## config.mk

```make
export PLATFORM = sky130hd
export DESIGN_NAME = pmvc_top
export DESIGN_NICKNAME = d
export VERILOG_FILES = /design/src/hdl/pmvc_pkg.sv /design/src/hdl/pmvc_target.sv /design/src/hdl/pmvc_top.sv
export SDC_FILE = /design/constraint.sdc
export NUM_CORES = 2
export LEC_CHECK = 0
export BUFFER_PORTS_ARGS = -buffer_cell sky130_fd_sc_hd__buf_2
export CAP_MARGIN = 30
export CELL_PAD_IN_SITES_DETAIL_PLACEMENT = 1
export CELL_PAD_IN_SITES_GLOBAL_PLACEMENT = 1
export CORE_UTILIZATION = 50
export DETAILED_ROUTE_END_ITERATION = 7
export PLACE_DENSITY_LB_ADDON = 0.2
export SYNTH_ARGS = -nofsm -noshare
export SYNTH_HDL_FRONTEND = slang
export SYNTH_SLANG_ARGS = --single-unit
```

## constraint.sdc

```tcl
create_clock -name CORE_CLK -period 46.8 [get_ports CORE_CLK]
set_clock_uncertainty 0.1 [all_clocks]
set_input_delay 0 -clock CORE_CLK [delete_from_list [all_inputs] [get_ports CORE_CLK]]
set_output_delay 0 -clock CORE_CLK [all_outputs]
set_load 0.005 [all_outputs]
```

## src/hdl/pmvc_pkg.sv

```systemverilog
// Package for the output-voltage configuration command block
package pmvc_pkg;

  // Command codes
  localparam logic [7:0] CODE_CLEAR_FAULTS = 8'h03;
  localparam logic [7:0] CODE_STORE_DEFAULT = 8'h11;
  localparam logic [7:0] CODE_RESTORE_DEFAULT = 8'h12;
  localparam logic [7:0] CODE_STORE_USER = 8'h15;
  localparam logic [7:0] CODE_RESTORE_USER = 8'h16;
  localparam logic [7:0] CODE_FORMAT_MODE = 8'h20;
  localparam logic [7:0] CODE_SETPOINT = 8'h21;
  localparam logic [7:0] CODE_TRIM = 8'h22;
  localparam logic [7:0] CODE_CAL = 8'h23;
  localparam logic [7:0] CODE_CEILING = 8'h24;
  localparam logic [7:0] CODE_MARGIN_HIGH = 8'h25;
  localparam logic [7:0] CODE_MARGIN_LOW = 8'h26;
  localparam logic [7:0] CODE_SLEW = 8'h27;
  localparam logic [7:0] CODE_DROOP = 8'h28;
  localparam logic [7:0] CODE_DUTY = 8'h32;

  // Configuration word slots
  localparam int NUM_CFG = 9;
  localparam logic [3:0] IDX_SETPOINT = 4'h0;
  localparam logic [3:0] IDX_TRIM = 4'h1;
  localparam logic [3:0] IDX_CAL = 4'h2;
  localparam logic [3:0] IDX_CEILING = 4'h3;
  localparam logic [3:0] IDX_MARGIN_HIGH = 4'h4;
  localparam logic [3:0] IDX_MARGIN_LOW = 4'h5;
  localparam logic [3:0] IDX_SLEW = 4'h6;
  localparam logic [3:0] IDX_DROOP = 4'h7;
  localparam logic [3:0] IDX_DUTY = 4'h8;

  // Output format byte fields
  localparam logic [2:0] FMT_LINEAR = 3'h0;
  localparam logic [2:0] FMT_VID = 3'h1;
  localparam logic [2:0] FMT_DIRECT = 3'h2;
  localparam logic [4:0] FMT_DIRECT_PARAM = 5'h00;

  // Margin selection from the operation command
  localparam logic [1:0] MARGIN_NOMINAL = 2'h0;
  localparam logic [1:0] MARGIN_LOW = 2'h1;
  localparam logic [1:0] MARGIN_HIGH = 2'h2;

  // Security levels
  localparam logic [1:0] SEC_LEVEL0 = 2'h0;
  localparam logic [1:0] SEC_LEVEL1 = 2'h1;

  // Ceiling and duty limits, linear word layout
  localparam int CEIL_PCT_NUM = 110;
  localparam int CEIL_PCT_DEN = 100;
  localparam int DUTY_MAX_PCT = 100;
  localparam int LIN_MANT_MSB = 10;
  localparam int LIN_EXP_LSB = 11;
  localparam logic [15:0] ZERO_WORD = 16'h0000;
  localparam logic [15:0] FULL_WORD = 16'hffff;

  typedef enum logic [1:0] {
    PMVC_SEND_BYTE,
    PMVC_READ_BYTE,
    PMVC_WRITE_WORD,
    PMVC_READ_WORD
  } pmvc_kind_t;

  typedef struct packed {
    pmvc_kind_t kind;
    logic [7:0] code;
    logic [15:0] data;
  } pmvc_cmd_t;

  typedef enum logic [2:0] {
    PMVC_WAIT0,
    PMVC_WAIT1,
    PMVC_FACTORY,
    PMVC_USER_LOAD,
    PMVC_RUN
  } pmvc_state_t;

endpackage : pmvc_pkg

```

## src/hdl/pmvc_target.sv

```systemverilog
// Effective output target: margin select, offsets and ceiling clamp
`timescale 1ns/1ps
module pmvc_target
  import pmvc_pkg::*;
(
  input wire logic clk,
  input wire logic rst_n,
  input wire logic [1:0] margin_sel,
  input wire logic [15:0] setpoint,
  input wire logic [15:0] margin_high,
  input wire logic [15:0] margin_low,
  input wire logic [15:0] trim,
  input wire logic [15:0] cal,
  input wire logic [15:0] ceiling,
  output logic [15:0] target
);

  logic [15:0] target_r;
  logic [15:0] target_nxt;
  logic [15:0] base;
  logic signed [17:0] sum;

  always_comb begin
    case (margin_sel)
      MARGIN_LOW: base = margin_low;
      MARGIN_HIGH: base = margin_high;
      default: base = setpoint;
    endcase
    sum = $signed({2'h0, base}) + 18'($signed(trim))
        + 18'($signed(cal));
    if (sum < 0) begin
      target_nxt = ZERO_WORD;
    end else if (sum > $signed({2'h0, ceiling})) begin
      target_nxt = ceiling;
    end else begin
      target_nxt = sum[15:0];
    end
  end

  always_ff @(posedge clk or negedge rst_n) begin
    if (!rst_n) begin
      target_r <= ZERO_WORD;
    end else begin
      target_r <= target_nxt;
    end
  end

  assign target = target_r;

endmodule : pmvc_target

```

## src/hdl/pmvc_top.sv

```systemverilog
// Output-voltage configuration command interpreter with config stores
//
// Summary of operation
// - Send-byte 0x03 clears held fault status bits, except bits with a fault event in the same cycle.
// - Send-byte 0x11 copies the whole configuration into the default store.
// - Send-byte 0x12 reloads the working configuration from default store.
// - Send-byte 0x15 saves words modified since last restore into user store.
// - 0x16 restores the user store; also done automatically at power-up.
// - User restore values overwrite values from an earlier default restore.
// - Completing a user restore sets security level 1.
// - Format byte bits 7:5 give mode: linear, VID or direct.
// - Format bits 4:0 hold exponent, VID code, or zero in direct mode.
// - Word 0x21 sets nominal target, starts transition; strap gives default.
// - Word 0x22 is a signed offset added to the output target.
// - Word 0x23 is a second signed offset, like the trim word.
// - Targets above the ceiling word 0x24 are clamped to the ceiling.
// - Ceiling writes above 110 percent of the strap voltage are clamped; restores are not.
// - Word 0x25 is the margin-high target; strap gives its default.
// - Word 0x26 is the margin-low target; strap gives its default.
// - Linear word 0x27 sets slew rate for margin and setpoint moves.
// - Linear word 0x28 sets the droop load-line slope.
// - Linear word 0x32 limits duty cycle within 0 to 100 percent.
// - Margin select 01 picks low, 10 picks high, else nominal.
`timescale 1ns/1ps
module pmvc_top
  import pmvc_pkg::*;
#(
  parameter int FAULT_BITS = 8,
  parameter logic [2:0] FMT_MODE = FMT_LINEAR,
  parameter logic [4:0] FMT_PARAM = 5'h17,
  parameter logic [15:0] SLEW_DEFAULT = 16'h0000,
  parameter logic [15:0] DROOP_DEFAULT = 16'h0000,
  parameter logic [15:0] DUTY_DEFAULT = 16'h0000
) (
  input wire logic CORE_CLK,
  input wire logic RESETN,
  input wire logic STORE_RESETN,
  input wire logic CMD_VALID,
  input wire pmvc_cmd_t CMD,
  output logic RD_VALID,
  output logic [15:0] RD_DATA,
  output logic CMD_ERR,
  output logic CONFIG_READY,
  input wire logic [15:0] VOLTAGE_SELECT_STRAP,
  input wire logic [1:0] MARGIN_SEL,
  input wire logic [FAULT_BITS-1:0] FAULT_EVENT,
  output logic [FAULT_BITS-1:0] FAULT_STATUS,
  output logic [1:0] SECURITY_LEVEL,
  output logic TRANSITION_START,
  output logic [15:0] TARGET_VOLTAGE,
  output logic [15:0] SLEW_RATE,
  output logic [15:0] DROOP_SLOPE,
  output logic [15:0] DUTY_LIMIT
);

  ////////////////////////////////////////////////////////////////////////////
  // Helpers

  function automatic logic [15:0] ceil_limit(input logic [15:0] s);
    logic [22:0] q;
    q = (23'(s) * 23'(CEIL_PCT_NUM)) / 23'(CEIL_PCT_DEN);
    ceil_limit = (q > 23'(FULL_WORD)) ? FULL_WORD : q[15:0];
  endfunction : ceil_limit

  // Linear word: signed 11-bit mantissa, signed 5-bit exponent
  function automatic logic duty_ok(input logic [15:0] w);
    logic signed [10:0] m;
    logic signed [4:0] e;
    logic [31:0] mag;
    logic [4:0] sh;
    m = w[LIN_MANT_MSB:0];
    e = w[15:LIN_EXP_LSB];
    mag = {21'h0, m};
    sh = 5'h00;
    if (m < 0) begin
      duty_ok = 1'b0;
    end else if (e >= 0) begin
      duty_ok = (mag << e) <= 32'(DUTY_MAX_PCT);
    end else begin
      sh = 5'(-e);
      duty_ok = mag <= (32'(DUTY_MAX_PCT) << sh);
    end
  endfunction : duty_ok

  // Returns {valid, slot} for word-sized codes
  function automatic logic [4:0] cfg_slot(input logic [7:0] code);
    case (code)
      CODE_SETPOINT: cfg_slot = {1'b1, IDX_SETPOINT};
      CODE_TRIM: cfg_slot = {1'b1, IDX_TRIM};
      CODE_CAL: cfg_slot = {1'b1, IDX_CAL};
      CODE_CEILING: cfg_slot = {1'b1, IDX_CEILING};
      CODE_MARGIN_HIGH: cfg_slot = {1'b1, IDX_MARGIN_HIGH};
      CODE_MARGIN_LOW: cfg_slot = {1'b1, IDX_MARGIN_LOW};
      CODE_SLEW: cfg_slot = {1'b1, IDX_SLEW};
      CODE_DROOP: cfg_slot = {1'b1, IDX_DROOP};
      CODE_DUTY: cfg_slot = {1'b1, IDX_DUTY};
      default: cfg_slot = {1'b0, IDX_SETPOINT};
    endcase
  endfunction : cfg_slot

  ////////////////////////////////////////////////////////////////////////////
  // State

  logic [15:0] strap_s1_r;
  logic [15:0] strap_s2_r;
  logic [15:0] strap_cap_r;
  logic [15:0] strap_cap_nxt;
  pmvc_state_t state_r;
  pmvc_state_t state_nxt;
  logic [15:0] cfg_r [NUM_CFG];
  logic [15:0] cfg_nxt [NUM_CFG];
  logic [NUM_CFG-1:0] mod_r;
  logic [NUM_CFG-1:0] mod_nxt;
  logic [15:0] dflt_r [NUM_CFG];
  logic [15:0] dflt_nxt [NUM_CFG];
  logic [NUM_CFG-1:0] dflt_vld_r;
  logic [NUM_CFG-1:0] dflt_vld_nxt;
  logic [15:0] usr_r [NUM_CFG];
  logic [15:0] usr_nxt [NUM_CFG];
  logic [NUM_CFG-1:0] usr_vld_r;
  logic [NUM_CFG-1:0] usr_vld_nxt;
  logic [FAULT_BITS-1:0] fault_r;
  logic [FAULT_BITS-1:0] fault_nxt;
  logic [1:0] sec_r;
  logic [1:0] sec_nxt;
  logic rd_valid_r;
  logic rd_valid_nxt;
  logic [15:0] rd_data_r;
  logic [15:0] rd_data_nxt;
  logic err_r;
  logic err_nxt;
  logic trans_r;
  logic trans_nxt;
  logic clear_faults;
  logic do_user_load;
  logic [4:0] slot;
  logic [3:0] idx;
  logic [15:0] ceil_max;

  assign slot = cfg_slot(CMD.code);
  assign idx = slot[3:0];
  assign ceil_max = ceil_limit(strap_cap_r);

  ////////////////////////////////////////////////////////////////////////////
  // Strap synchroniser

  always_ff @(posedge CORE_CLK or negedge RESETN) begin
    if (!RESETN) begin
      strap_s1_r <= ZERO_WORD;
      strap_s2_r <= ZERO_WORD;
    end else begin
      strap_s1_r <= VOLTAGE_SELECT_STRAP;
      strap_s2_r <= strap_s1_r;
    end
  end

  ////////////////////////////////////////////////////////////////////////////
  // Command decode and configuration next state

  always_comb begin
    state_nxt = state_r;
    strap_cap_nxt = strap_cap_r;
    mod_nxt = mod_r;
    dflt_vld_nxt = dflt_vld_r;
    usr_vld_nxt = usr_vld_r;
    sec_nxt = sec_r;
    rd_valid_nxt = 1'b0;
    rd_data_nxt = rd_data_r;
    err_nxt = 1'b0;
    trans_nxt = 1'b0;
    clear_faults = 1'b0;
    do_user_load = 1'b0;
    for (int i = 0; i < NUM_CFG; i++) begin
      cfg_nxt[i] = cfg_r[i];
      dflt_nxt[i] = dflt_r[i];
      usr_nxt[i] = usr_r[i];
    end
    case (state_r)
      PMVC_WAIT0: state_nxt = PMVC_WAIT1;
      PMVC_WAIT1: state_nxt = PMVC_FACTORY;
      PMVC_FACTORY: begin
        strap_cap_nxt = strap_s2_r;
        cfg_nxt[IDX_SETPOINT] = strap_s2_r;
        cfg_nxt[IDX_TRIM] = ZERO_WORD;
        cfg_nxt[IDX_CAL] = ZERO_WORD;
        cfg_nxt[IDX_CEILING] = ceil_limit(strap_s2_r);
        cfg_nxt[IDX_MARGIN_HIGH] = strap_s2_r;
        cfg_nxt[IDX_MARGIN_LOW] = strap_s2_r;
        cfg_nxt[IDX_SLEW] = SLEW_DEFAULT;
        cfg_nxt[IDX_DROOP] = DROOP_DEFAULT;
        cfg_nxt[IDX_DUTY] = DUTY_DEFAULT;
        state_nxt = PMVC_USER_LOAD;
      end
      PMVC_USER_LOAD: begin
        do_user_load = 1'b1;
        state_nxt = PMVC_RUN;
      end
      PMVC_RUN: begin
        if (CMD_VALID) begin
          case (CMD.code)
            CODE_CLEAR_FAULTS: begin
              if (CMD.kind == PMVC_SEND_BYTE) begin
                clear_faults = 1'b1;
              end else begin
                err_nxt = 1'b1;
              end
            end
            CODE_STORE_DEFAULT: begin
              if (CMD.kind == PMVC_SEND_BYTE) begin
                for (int i = 0; i < NUM_CFG; i++) begin
                  dflt_nxt[i] = cfg_r[i];
                end
                dflt_vld_nxt = '1;
              end else begin
                err_nxt = 1'b1;
              end
            end
            CODE_RESTORE_DEFAULT: begin
              if (CMD.kind == PMVC_SEND_BYTE) begin
                for (int i = 0; i < NUM_CFG; i++) begin
                  if (dflt_vld_r[i]) begin
                    cfg_nxt[i] = dflt_r[i];
                  end
                end
                mod_nxt = '0;
              end else begin
                err_nxt = 1'b1;
              end
            end
            CODE_STORE_USER: begin
              if (CMD.kind == PMVC_SEND_BYTE) begin
                for (int i = 0; i < NUM_CFG; i++) begin
                  if (mod_r[i]) begin
                    usr_nxt[i] = cfg_r[i];
                  end
                end
                usr_vld_nxt = usr_vld_r | mod_r;
              end else begin
                err_nxt = 1'b1;
              end
            end
            CODE_RESTORE_USER: begin
              if (CMD.kind == PMVC_SEND_BYTE) begin
                do_user_load = 1'b1;
              end else begin
                err_nxt = 1'b1;
              end
            end
            CODE_FORMAT_MODE: begin
              if (CMD.kind == PMVC_READ_BYTE) begin
                rd_valid_nxt = 1'b1;
                if (FMT_MODE == FMT_DIRECT) begin
                  rd_data_nxt = {8'h00, FMT_MODE, FMT_DIRECT_PARAM};
                end else begin
                  rd_data_nxt = {8'h00, FMT_MODE, FMT_PARAM};
                end
              end else begin
                err_nxt = 1'b1;
              end
            end
            default: begin
              if (!slot[4]) begin
                err_nxt = 1'b1;
              end else if (CMD.kind == PMVC_READ_WORD) begin
                rd_valid_nxt = 1'b1;
                rd_data_nxt = cfg_r[idx];
              end else if (CMD.kind != PMVC_WRITE_WORD) begin
                err_nxt = 1'b1;
              end else if (idx == IDX_DUTY && !duty_ok(CMD.data)) begin
                err_nxt = 1'b1;
              end else begin
                cfg_nxt[idx] = CMD.data;
                mod_nxt[idx] = 1'b1;
                if (idx == IDX_CEILING && CMD.data > ceil_max) begin
                  cfg_nxt[idx] = ceil_max;
                end
                if (idx == IDX_SETPOINT) begin
                  trans_nxt = 1'b1;
                end
              end
            end
          endcase
        end
      end
      default: state_nxt = PMVC_WAIT0;
    endcase
    if (CMD_VALID && state_r != PMVC_RUN) begin
      err_nxt = 1'b1;
    end
    if (do_user_load) begin
      for (int i = 0; i < NUM_CFG; i++) begin
        if (usr_vld_r[i]) begin
          cfg_nxt[i] = usr_r[i];
        end
      end
      mod_nxt = '0;
      sec_nxt = SEC_LEVEL1;
    end
    fault_nxt = (clear_faults ? '0 : fault_r) | FAULT_EVENT;
  end

  ////////////////////////////////////////////////////////////////////////////
  // Working state registers

  always_ff @(posedge CORE_CLK or negedge RESETN) begin
    if (!RESETN) begin
      state_r <= PMVC_WAIT0;
      strap_cap_r <= ZERO_WORD;
      mod_r <= '0;
      sec_r <= SEC_LEVEL0;
      rd_valid_r <= 1'b0;
      rd_data_r <= ZERO_WORD;
      err_r <= 1'b0;
      trans_r <= 1'b0;
      fault_r <= '0;
      for (int i = 0; i < NUM_CFG; i++) begin
        cfg_r[i] <= ZERO_WORD;
      end
    end else begin
      state_r <= state_nxt;
      strap_cap_r <= strap_cap_nxt;
      mod_r <= mod_nxt;
      sec_r <= sec_nxt;
      rd_valid_r <= rd_valid_nxt;
      rd_data_r <= rd_data_nxt;
      err_r <= err_nxt;
      trans_r <= trans_nxt;
      fault_r <= fault_nxt;
      for (int i = 0; i < NUM_CFG; i++) begin
        cfg_r[i] <= cfg_nxt[i];
      end
    end
  end

  ////////////////////////////////////////////////////////////////////////////
  // Retained stores, cleared only by their own erase reset

  always_ff @(posedge CORE_CLK or negedge STORE_RESETN) begin
    if (!STORE_RESETN) begin
      dflt_vld_r <= '0;
      usr_vld_r <= '0;
      for (int i = 0; i < NUM_CFG; i++) begin
        dflt_r[i] <= ZERO_WORD;
        usr_r[i] <= ZERO_WORD;
      end
    end else begin
      dflt_vld_r <= dflt_vld_nxt;
      usr_vld_r <= usr_vld_nxt;
      for (int i = 0; i < NUM_CFG; i++) begin
        dflt_r[i] <= dflt_nxt[i];
        usr_r[i] <= usr_nxt[i];
      end
    end
  end

  ////////////////////////////////////////////////////////////////////////////
  // Effective target

  pmvc_target u_target (
    .clk(CORE_CLK),
    .rst_n(RESETN),
    .margin_sel(MARGIN_SEL),
    .setpoint(cfg_r[IDX_SETPOINT]),
    .margin_high(cfg_r[IDX_MARGIN_HIGH]),
    .margin_low(cfg_r[IDX_MARGIN_LOW]),
    .trim(cfg_r[IDX_TRIM]),
    .cal(cfg_r[IDX_CAL]),
    .ceiling(cfg_r[IDX_CEILING]),
    .target(TARGET_VOLTAGE)
  );

  ////////////////////////////////////////////////////////////////////////////
  // Outputs

  assign RD_VALID = rd_valid_r;
  assign RD_DATA = rd_data_r;
  assign CMD_ERR = err_r;
  assign CONFIG_READY = (state_r == PMVC_RUN);
  assign FAULT_STATUS = fault_r;
  assign SECURITY_LEVEL = sec_r;
  assign TRANSITION_START = trans_r;
  assign SLEW_RATE = cfg_r[IDX_SLEW];
  assign DROOP_SLOPE = cfg_r[IDX_DROOP];
  assign DUTY_LIMIT = cfg_r[IDX_DUTY];

endmodule : pmvc_top

```

# == Word level (Yosys, flattened, before mapping) ==
# Index checks and enable logic that the tools add are counted.
# classes
add_sub_neg,3
multipliers,2
div,2
n_lt_le_gt_ge,13
eq_ne,33
n_shift,2
n_mux,97
bitwise_logic,5
reduce_logical,30
# op_table
operator,count
144-bit two-way mux,8
144-bit case mux with 2 select lines,2
16-bit two-way mux,28
144-bit bitwise mux,2
8-bit by 6-bit equality test with 1-bit output (second input constant),10
9-bit two-way mux,8
16-bit binary-select mux with 4-bit select,1
16-bit demux with 4-bit select,1
16-bit case mux with 2 select lines,2
23-bit by 7-bit divider with 23-bit output (second input constant),2
23-bit by 16-bit > comparator with 1-bit output (second input constant),2
5-bit case mux with 9 select lines,1
5-bit AND reduction,9
16-bit by 6-bit multiplier with 22-bit output (second input constant),2
1-bit two-way mux,37
8-bit by 5-bit equality test with 1-bit output (second input constant),4
11-bit by 32-bit less-or-equal comparator with 1-bit output,1
32-bit by 7-bit less-or-equal comparator with 1-bit output (second input constant),1
11-bit by 5-bit left shift with 32-bit output,1
7-bit by 5-bit left shift with 32-bit output (first input constant),1
17-bit by 16-bit adder with 18-bit output,1
18-bit by 16-bit adder with 18-bit output,1
18-bit by 17-bit > comparator with 1-bit output,1
18-bit by 1-bit less-than comparator with 1-bit output (second input constant),1
41 further kinds,60
# totals
ff_bits,546
input_bits,56
output_inout_bits,94
elab_cells,228

# == Longest topological paths before layout ==
# depth
word_depth,22
ltp_mapped,72
ltp_nobuf,64

# == By module ==
# Synthesis repeated with hierarchy kept, for this count alone.
# hier_totals
cells_unflattened,4733
hier_area_um2,42001.5
# by_module_without_submodules
mod,instances,cells_each,area_each_um2,seq_area_each_um2
pmvc_top,1,4406,39352.7,13262.7
pmvc_target,1,327,2648.8,400.4

# == Worst setup path after synthesis ==
# Ideal clock, no wire load.
# synth_timing
path_type,register to register
from,reg strap_cap_r[12]
to,reg cfg_r[95] in the netlist's numbering
setup_time_ns,0.137
t_arrival_ns,14.915
t_required_ns,46.563
slack_ns,31.648
stages_incl_launch_ff,67
n_path_buf,5
synth_period_minus_slack_ns,15.152
cell_sequence,dfrtp_1 -> fa_1 -> inv_1 -> fa_1 -> inv_1 -> fa_1 -> ha_1 -> buf_2 -> a21oi_1 -> o211a_1 -> o21ai_2 -> or3_4 -> a221oi_2 -> o32a_1 -> o211ai_1 -> and3_1 -> o32ai_2 -> o22ai_2 -> (+31 left out) -> a2111o_1 -> nand2_1 -> nand3_1 -> ha_1 -> nor2_1 -> nor2_1 -> a21boi_0 -> o21ai_0 -> nand2b_1 -> a21oi_1 -> o221a_2 -> nor3_1 -> mux2i_1 -> o31ai_1 -> a222oi_1 -> nor2_1 -> a221oi_1 -> a21oi_1
# synth_lines
element,line,source
start: declaration,pmvc_top.sv:106,logic [15:0] strap_cap_r;
start signal: assignment,pmvc_top.sv:321,strap_cap_r <= strap_cap_nxt;
end signal: indexed assignment,pmvc_top.sv:330,cfg_r[i] <= cfg_nxt[i];
end: declaration,pmvc_top.sv:110,logic [15:0] cfg_r [NUM_CFG];

==> flow_summary.json <==
{
  "outcome": "complete, no violations",
  "holdCritPathClass": "input port to register",
  "wl_per_cell_um": 26.7,
  "cts_max_level": 2,
  "numClockSinks": 546,
  "grt_usage_pct": 36.8,
  "cts_buffer_depth": 3,
  "core_mm2": 0.0825,
  "cp.required_ns": 47.22,
  "fillCellCount": 9673,
  "routed.top_layer": "met5",
  "die_area_mm2": 0.0850,
  "dp_cells": 5779,
  "clock_latency_ns": 0.66,
  "wl_met1_um": 67400,
  "cp_max_fo": 17,
  "drtAntennaViolNets": 0,
  "postCtsSetupRepairBufs": 0,
  "synth_cells": 4815,
  "synth_edf_count": 0,
  "slew_violations": 0,
  "ys_ff_latch": 546,
  "grt_max_degree": 99,
  "fp-row-count": 105,
  "synth_largest_area_cell": "dfrtp_1",
  "grt_first_pass_wirelength_um": 246000,
  "synth_most_common_cell": "dfrtp_1",
  "dr.pass1.iters": 6,
  "route.met3.wl_um": 13200,
  "viasPerCell": 6.78,
  "drive_gt1_share_pct": 15.2,
  "start_kind": "register",
  "synth_area_leaders": "dfrtp_1 33%, mux2_2 6.9%, a21oi_1 4.8%",
  "nNetsFinal": 5151,
  "cts_tree": "done",
  "synth_area_mm2": 0.0419,
  "area_growth_pct": 9.70,
  "yosysUniqueCellTypes": 134,
  "clkSlewWorstSetupHoldPaths_ns": 0.07,
  "fin_crit_sh_pct": 38.7,
  "worstPathArrival_ns": 18.55,
  "ys.flop_type": "dfrtp_1",
  "cts-buffers-inserted": 61,
  "dieWidth_um": 292,
  "ys_seq_area_share_pct": 32.6,
  "hold_viol": 0,
  "placedInstanceArea_mm2": 0.0432,
  "setup_violations": 0,
  "setup_tns_ns": 0,
  "cp-end-kind": "register",
  "worst_slew_pin_slew_ns": 1.14,
  "yosysWarningCount": 0,
  "path_class": "register to register",
  "syn-num-nets": 5125,
  "startpoint": "strap_cap_r[11]",
  "drt_iter0_markers": 3913,
  "antenna_found_initial": 10,
  "route.detailed.drc": 0,
  "final_core_util_pct": 55.8,
  "initial_core_util_pct": 50.8,
  "dp_hpwl_um": 112000,
  "max_freq_mhz": 55.1,
  "maxCapViolCount": 0,
  "final_area_mm2": 0.0460,
  "grt_pass1_vias": 40700,
  "relSlewSlack_pct": 23.7,
  "ios": 150,
  "rsz0062_at_grt": "no",
  "place_congestion": 0.967,
  "min_period_ns": 18.13,
  "yosysTopAreaCellShare_pct": 32.6,
  "area.sequential_mm2": 0.0137,
  "instances_no_fill": 5964,
  "wl_met2_um": 72200,
  "critical_path.max_stage_delay_ns": 0.84,
  "reg2reg_from": "strap_cap_r[11]",
  "crit_slowest_cell": "a31oi_1",
  "wirelength_um": 159000,
  "ys_async_sr_fraction_pct": 100,
  "vias": 40400,
  "io_buffers": 148,
  "ys_top_cells_by_count": "546 x dfrtp_1, 466 x nor2_1, 423 x nand2_1",
  "root_buffer": "clkbuf_16",
  "multi_input_area_mm2": 0.0256,
  "die_h_um": 292,
  "gr-total-overflow": 0,
  "hp-start": "CMD[20]",
  "syn_avg_cell_area_um2": 8.71
}
## worst paths after layout
| kind | end | slack [ns] | cells past startpoint |
|---|---|---|---|
| max in group asynchronous | usr_r[109] | 43.88 | 5 |
| min | mod_r[4] | 0.07 | 5 |
| min reg2reg | strap_s2_r[4] | 0.25 | 0 |
| max | cfg_r[116] | 28.67 | 61 |
| min in group asynchronous | SLEW_RATE[4] | 0.44 | 4 |
| max reg2reg | cfg_r[116] | 28.67 | 61 |
## placed cells by master, fill, tap and decap left out, types with 17 or more instances in the layout
| master | synthesis | routed |
|---|---|---|
| and2_1 | 38 | 36 |
| or2_2 | 21 | 21 |
| buf_2 | 18 | 148 |
| a222oi_1 | 32 | 32 |
| nand2_1 | 423 | 420 |
| clkinv_2 | 0 | 20 |
| o31ai_1 | 26 | 25 |
| a211oi_1 | 76 | 76 |
| and3_1 | 34 | 32 |
| dlygate4sd3_1 | 1 | 64 |
| ha_1 | 157 | 157 |
| mux2i_1 | 39 | 39 |
| nand4_1 | 29 | 29 |
| a211o_1 | 18 | 18 |
| inv_1 | 309 | 309 |
| o211ai_1 | 53 | 53 |
| a221oi_1 | 133 | 133 |
| o211a_1 | 18 | 18 |
| o21ai_1 | 24 | 23 |
| xnor2_1 | 64 | 64 |
| a21oi_1 | 405 | 402 |
| or3_1 | 27 | 27 |
| o2111ai_1 | 17 | 17 |
| nor3_1 | 83 | 80 |
| o21ai_0 | 332 | 332 |
| a21o_1 | 79 | 79 |
| nor4_1 | 19 | 19 |
| a22oi_1 | 31 | 31 |
| nand2b_1 | 33 | 33 |
| nand3_1 | 89 | 89 |
| mux2_2 | 257 | 257 |
| dfrtp_1 | 546 | 546 |
| fa_1 | 97 | 97 |
| xor2_1 | 35 | 35 |
| buf_4 | 61 | 62 |
| a31oi_1 | 63 | 63 |
| o21a_1 | 33 | 33 |
| clkbuf_16 | 0 | 62 |
| nor2_1 | 466 | 462 |
| o22ai_1 | 33 | 33 |
## routing by layer
layer	vias to the layer above	GRT usage, %
met5	-	0
met4	6	14.1
met3	360	6.31
met2	1807	57.7
met1	20700	50.5
li1	17600	-
## flip-flops by register name (all words and copies together) (netlist names), 8 cells and up
| signal | count |
|---|---|
| dflt_r | 144 |
| usr_r | 144 |
| cfg_r | 96 |
| DROOP_SLOPE | 16 |
| DUTY_LIMIT | 16 |
| RD_DATA | 16 |
| SLEW_RATE | 16 |
| strap_cap_r | 16 |
| strap_s1_r | 16 |
| strap_s2_r | 16 |
| u_target.target | 16 |
| mod_r | 9 |
| usr_vld_r | 9 |
| FAULT_STATUS | 8 |
## repair_timing
item,4_1_cts,5_1_grt
hold endpoints to repair,214,0
resized for setup,0,0
hold buffers,65,0
## critical path, delay by kind of cell (launching register included)
family,cells,cell delay [ns]
compound gates,30,8.17
fa+ha+maj,6,2.54
buf+inv,4,0.61
simple gates,19,5.51
flops,1,0.48
mux,2,0.61
## metrics by stage
| step | hold slack (ns) | worst slack (ns) |
|---|---|---|
| 2_1_floorplan | -0.396 | 31.65 |
| 3_3_place_gp | -0.0719 | 29.05 |
| 3_5_place_dp | -0.0676 | 29.06 |
| 4_1_cts | 0.0280 | 29.01 |
| 5_1_grt | 0.110 | 27.41 |
| 6_report | 0.0723 | 28.67 |
## cell families (layout without fill, tap and decap cells)
logic type | after synthesis | count (layout) | synth area share, %
DFF | 546 | 546 | 32.6
adders and majority gates | 259 | 259 | 9.44
other | 1 | 6 | 0.00894
buffers and inverters | 643 | 717 | 6.62
and+or+nand+nor | 1350 | 1350 | 14.7
AOI/OAI and AO/OA | 1611 | 1611 | 26.3
xor gates and xnor gates | 103 | 103 | 2.22
muxes | 302 | 302 | 8.11
## area by class of cell
cell class	instances	share of cell area (%)
sequential	546	29.7
tap	1070	2.91
inverter	312	2.55
multi-input combinational	3626	55.6
clock buffer	80	3.76
antenna	5	0.0272
clock inverter	31	0.669
timing repair buffer	294	4.80
Power is not shown: default switching activity piles up to over one toggle a cycle in this logic, so the estimate is an artifact.
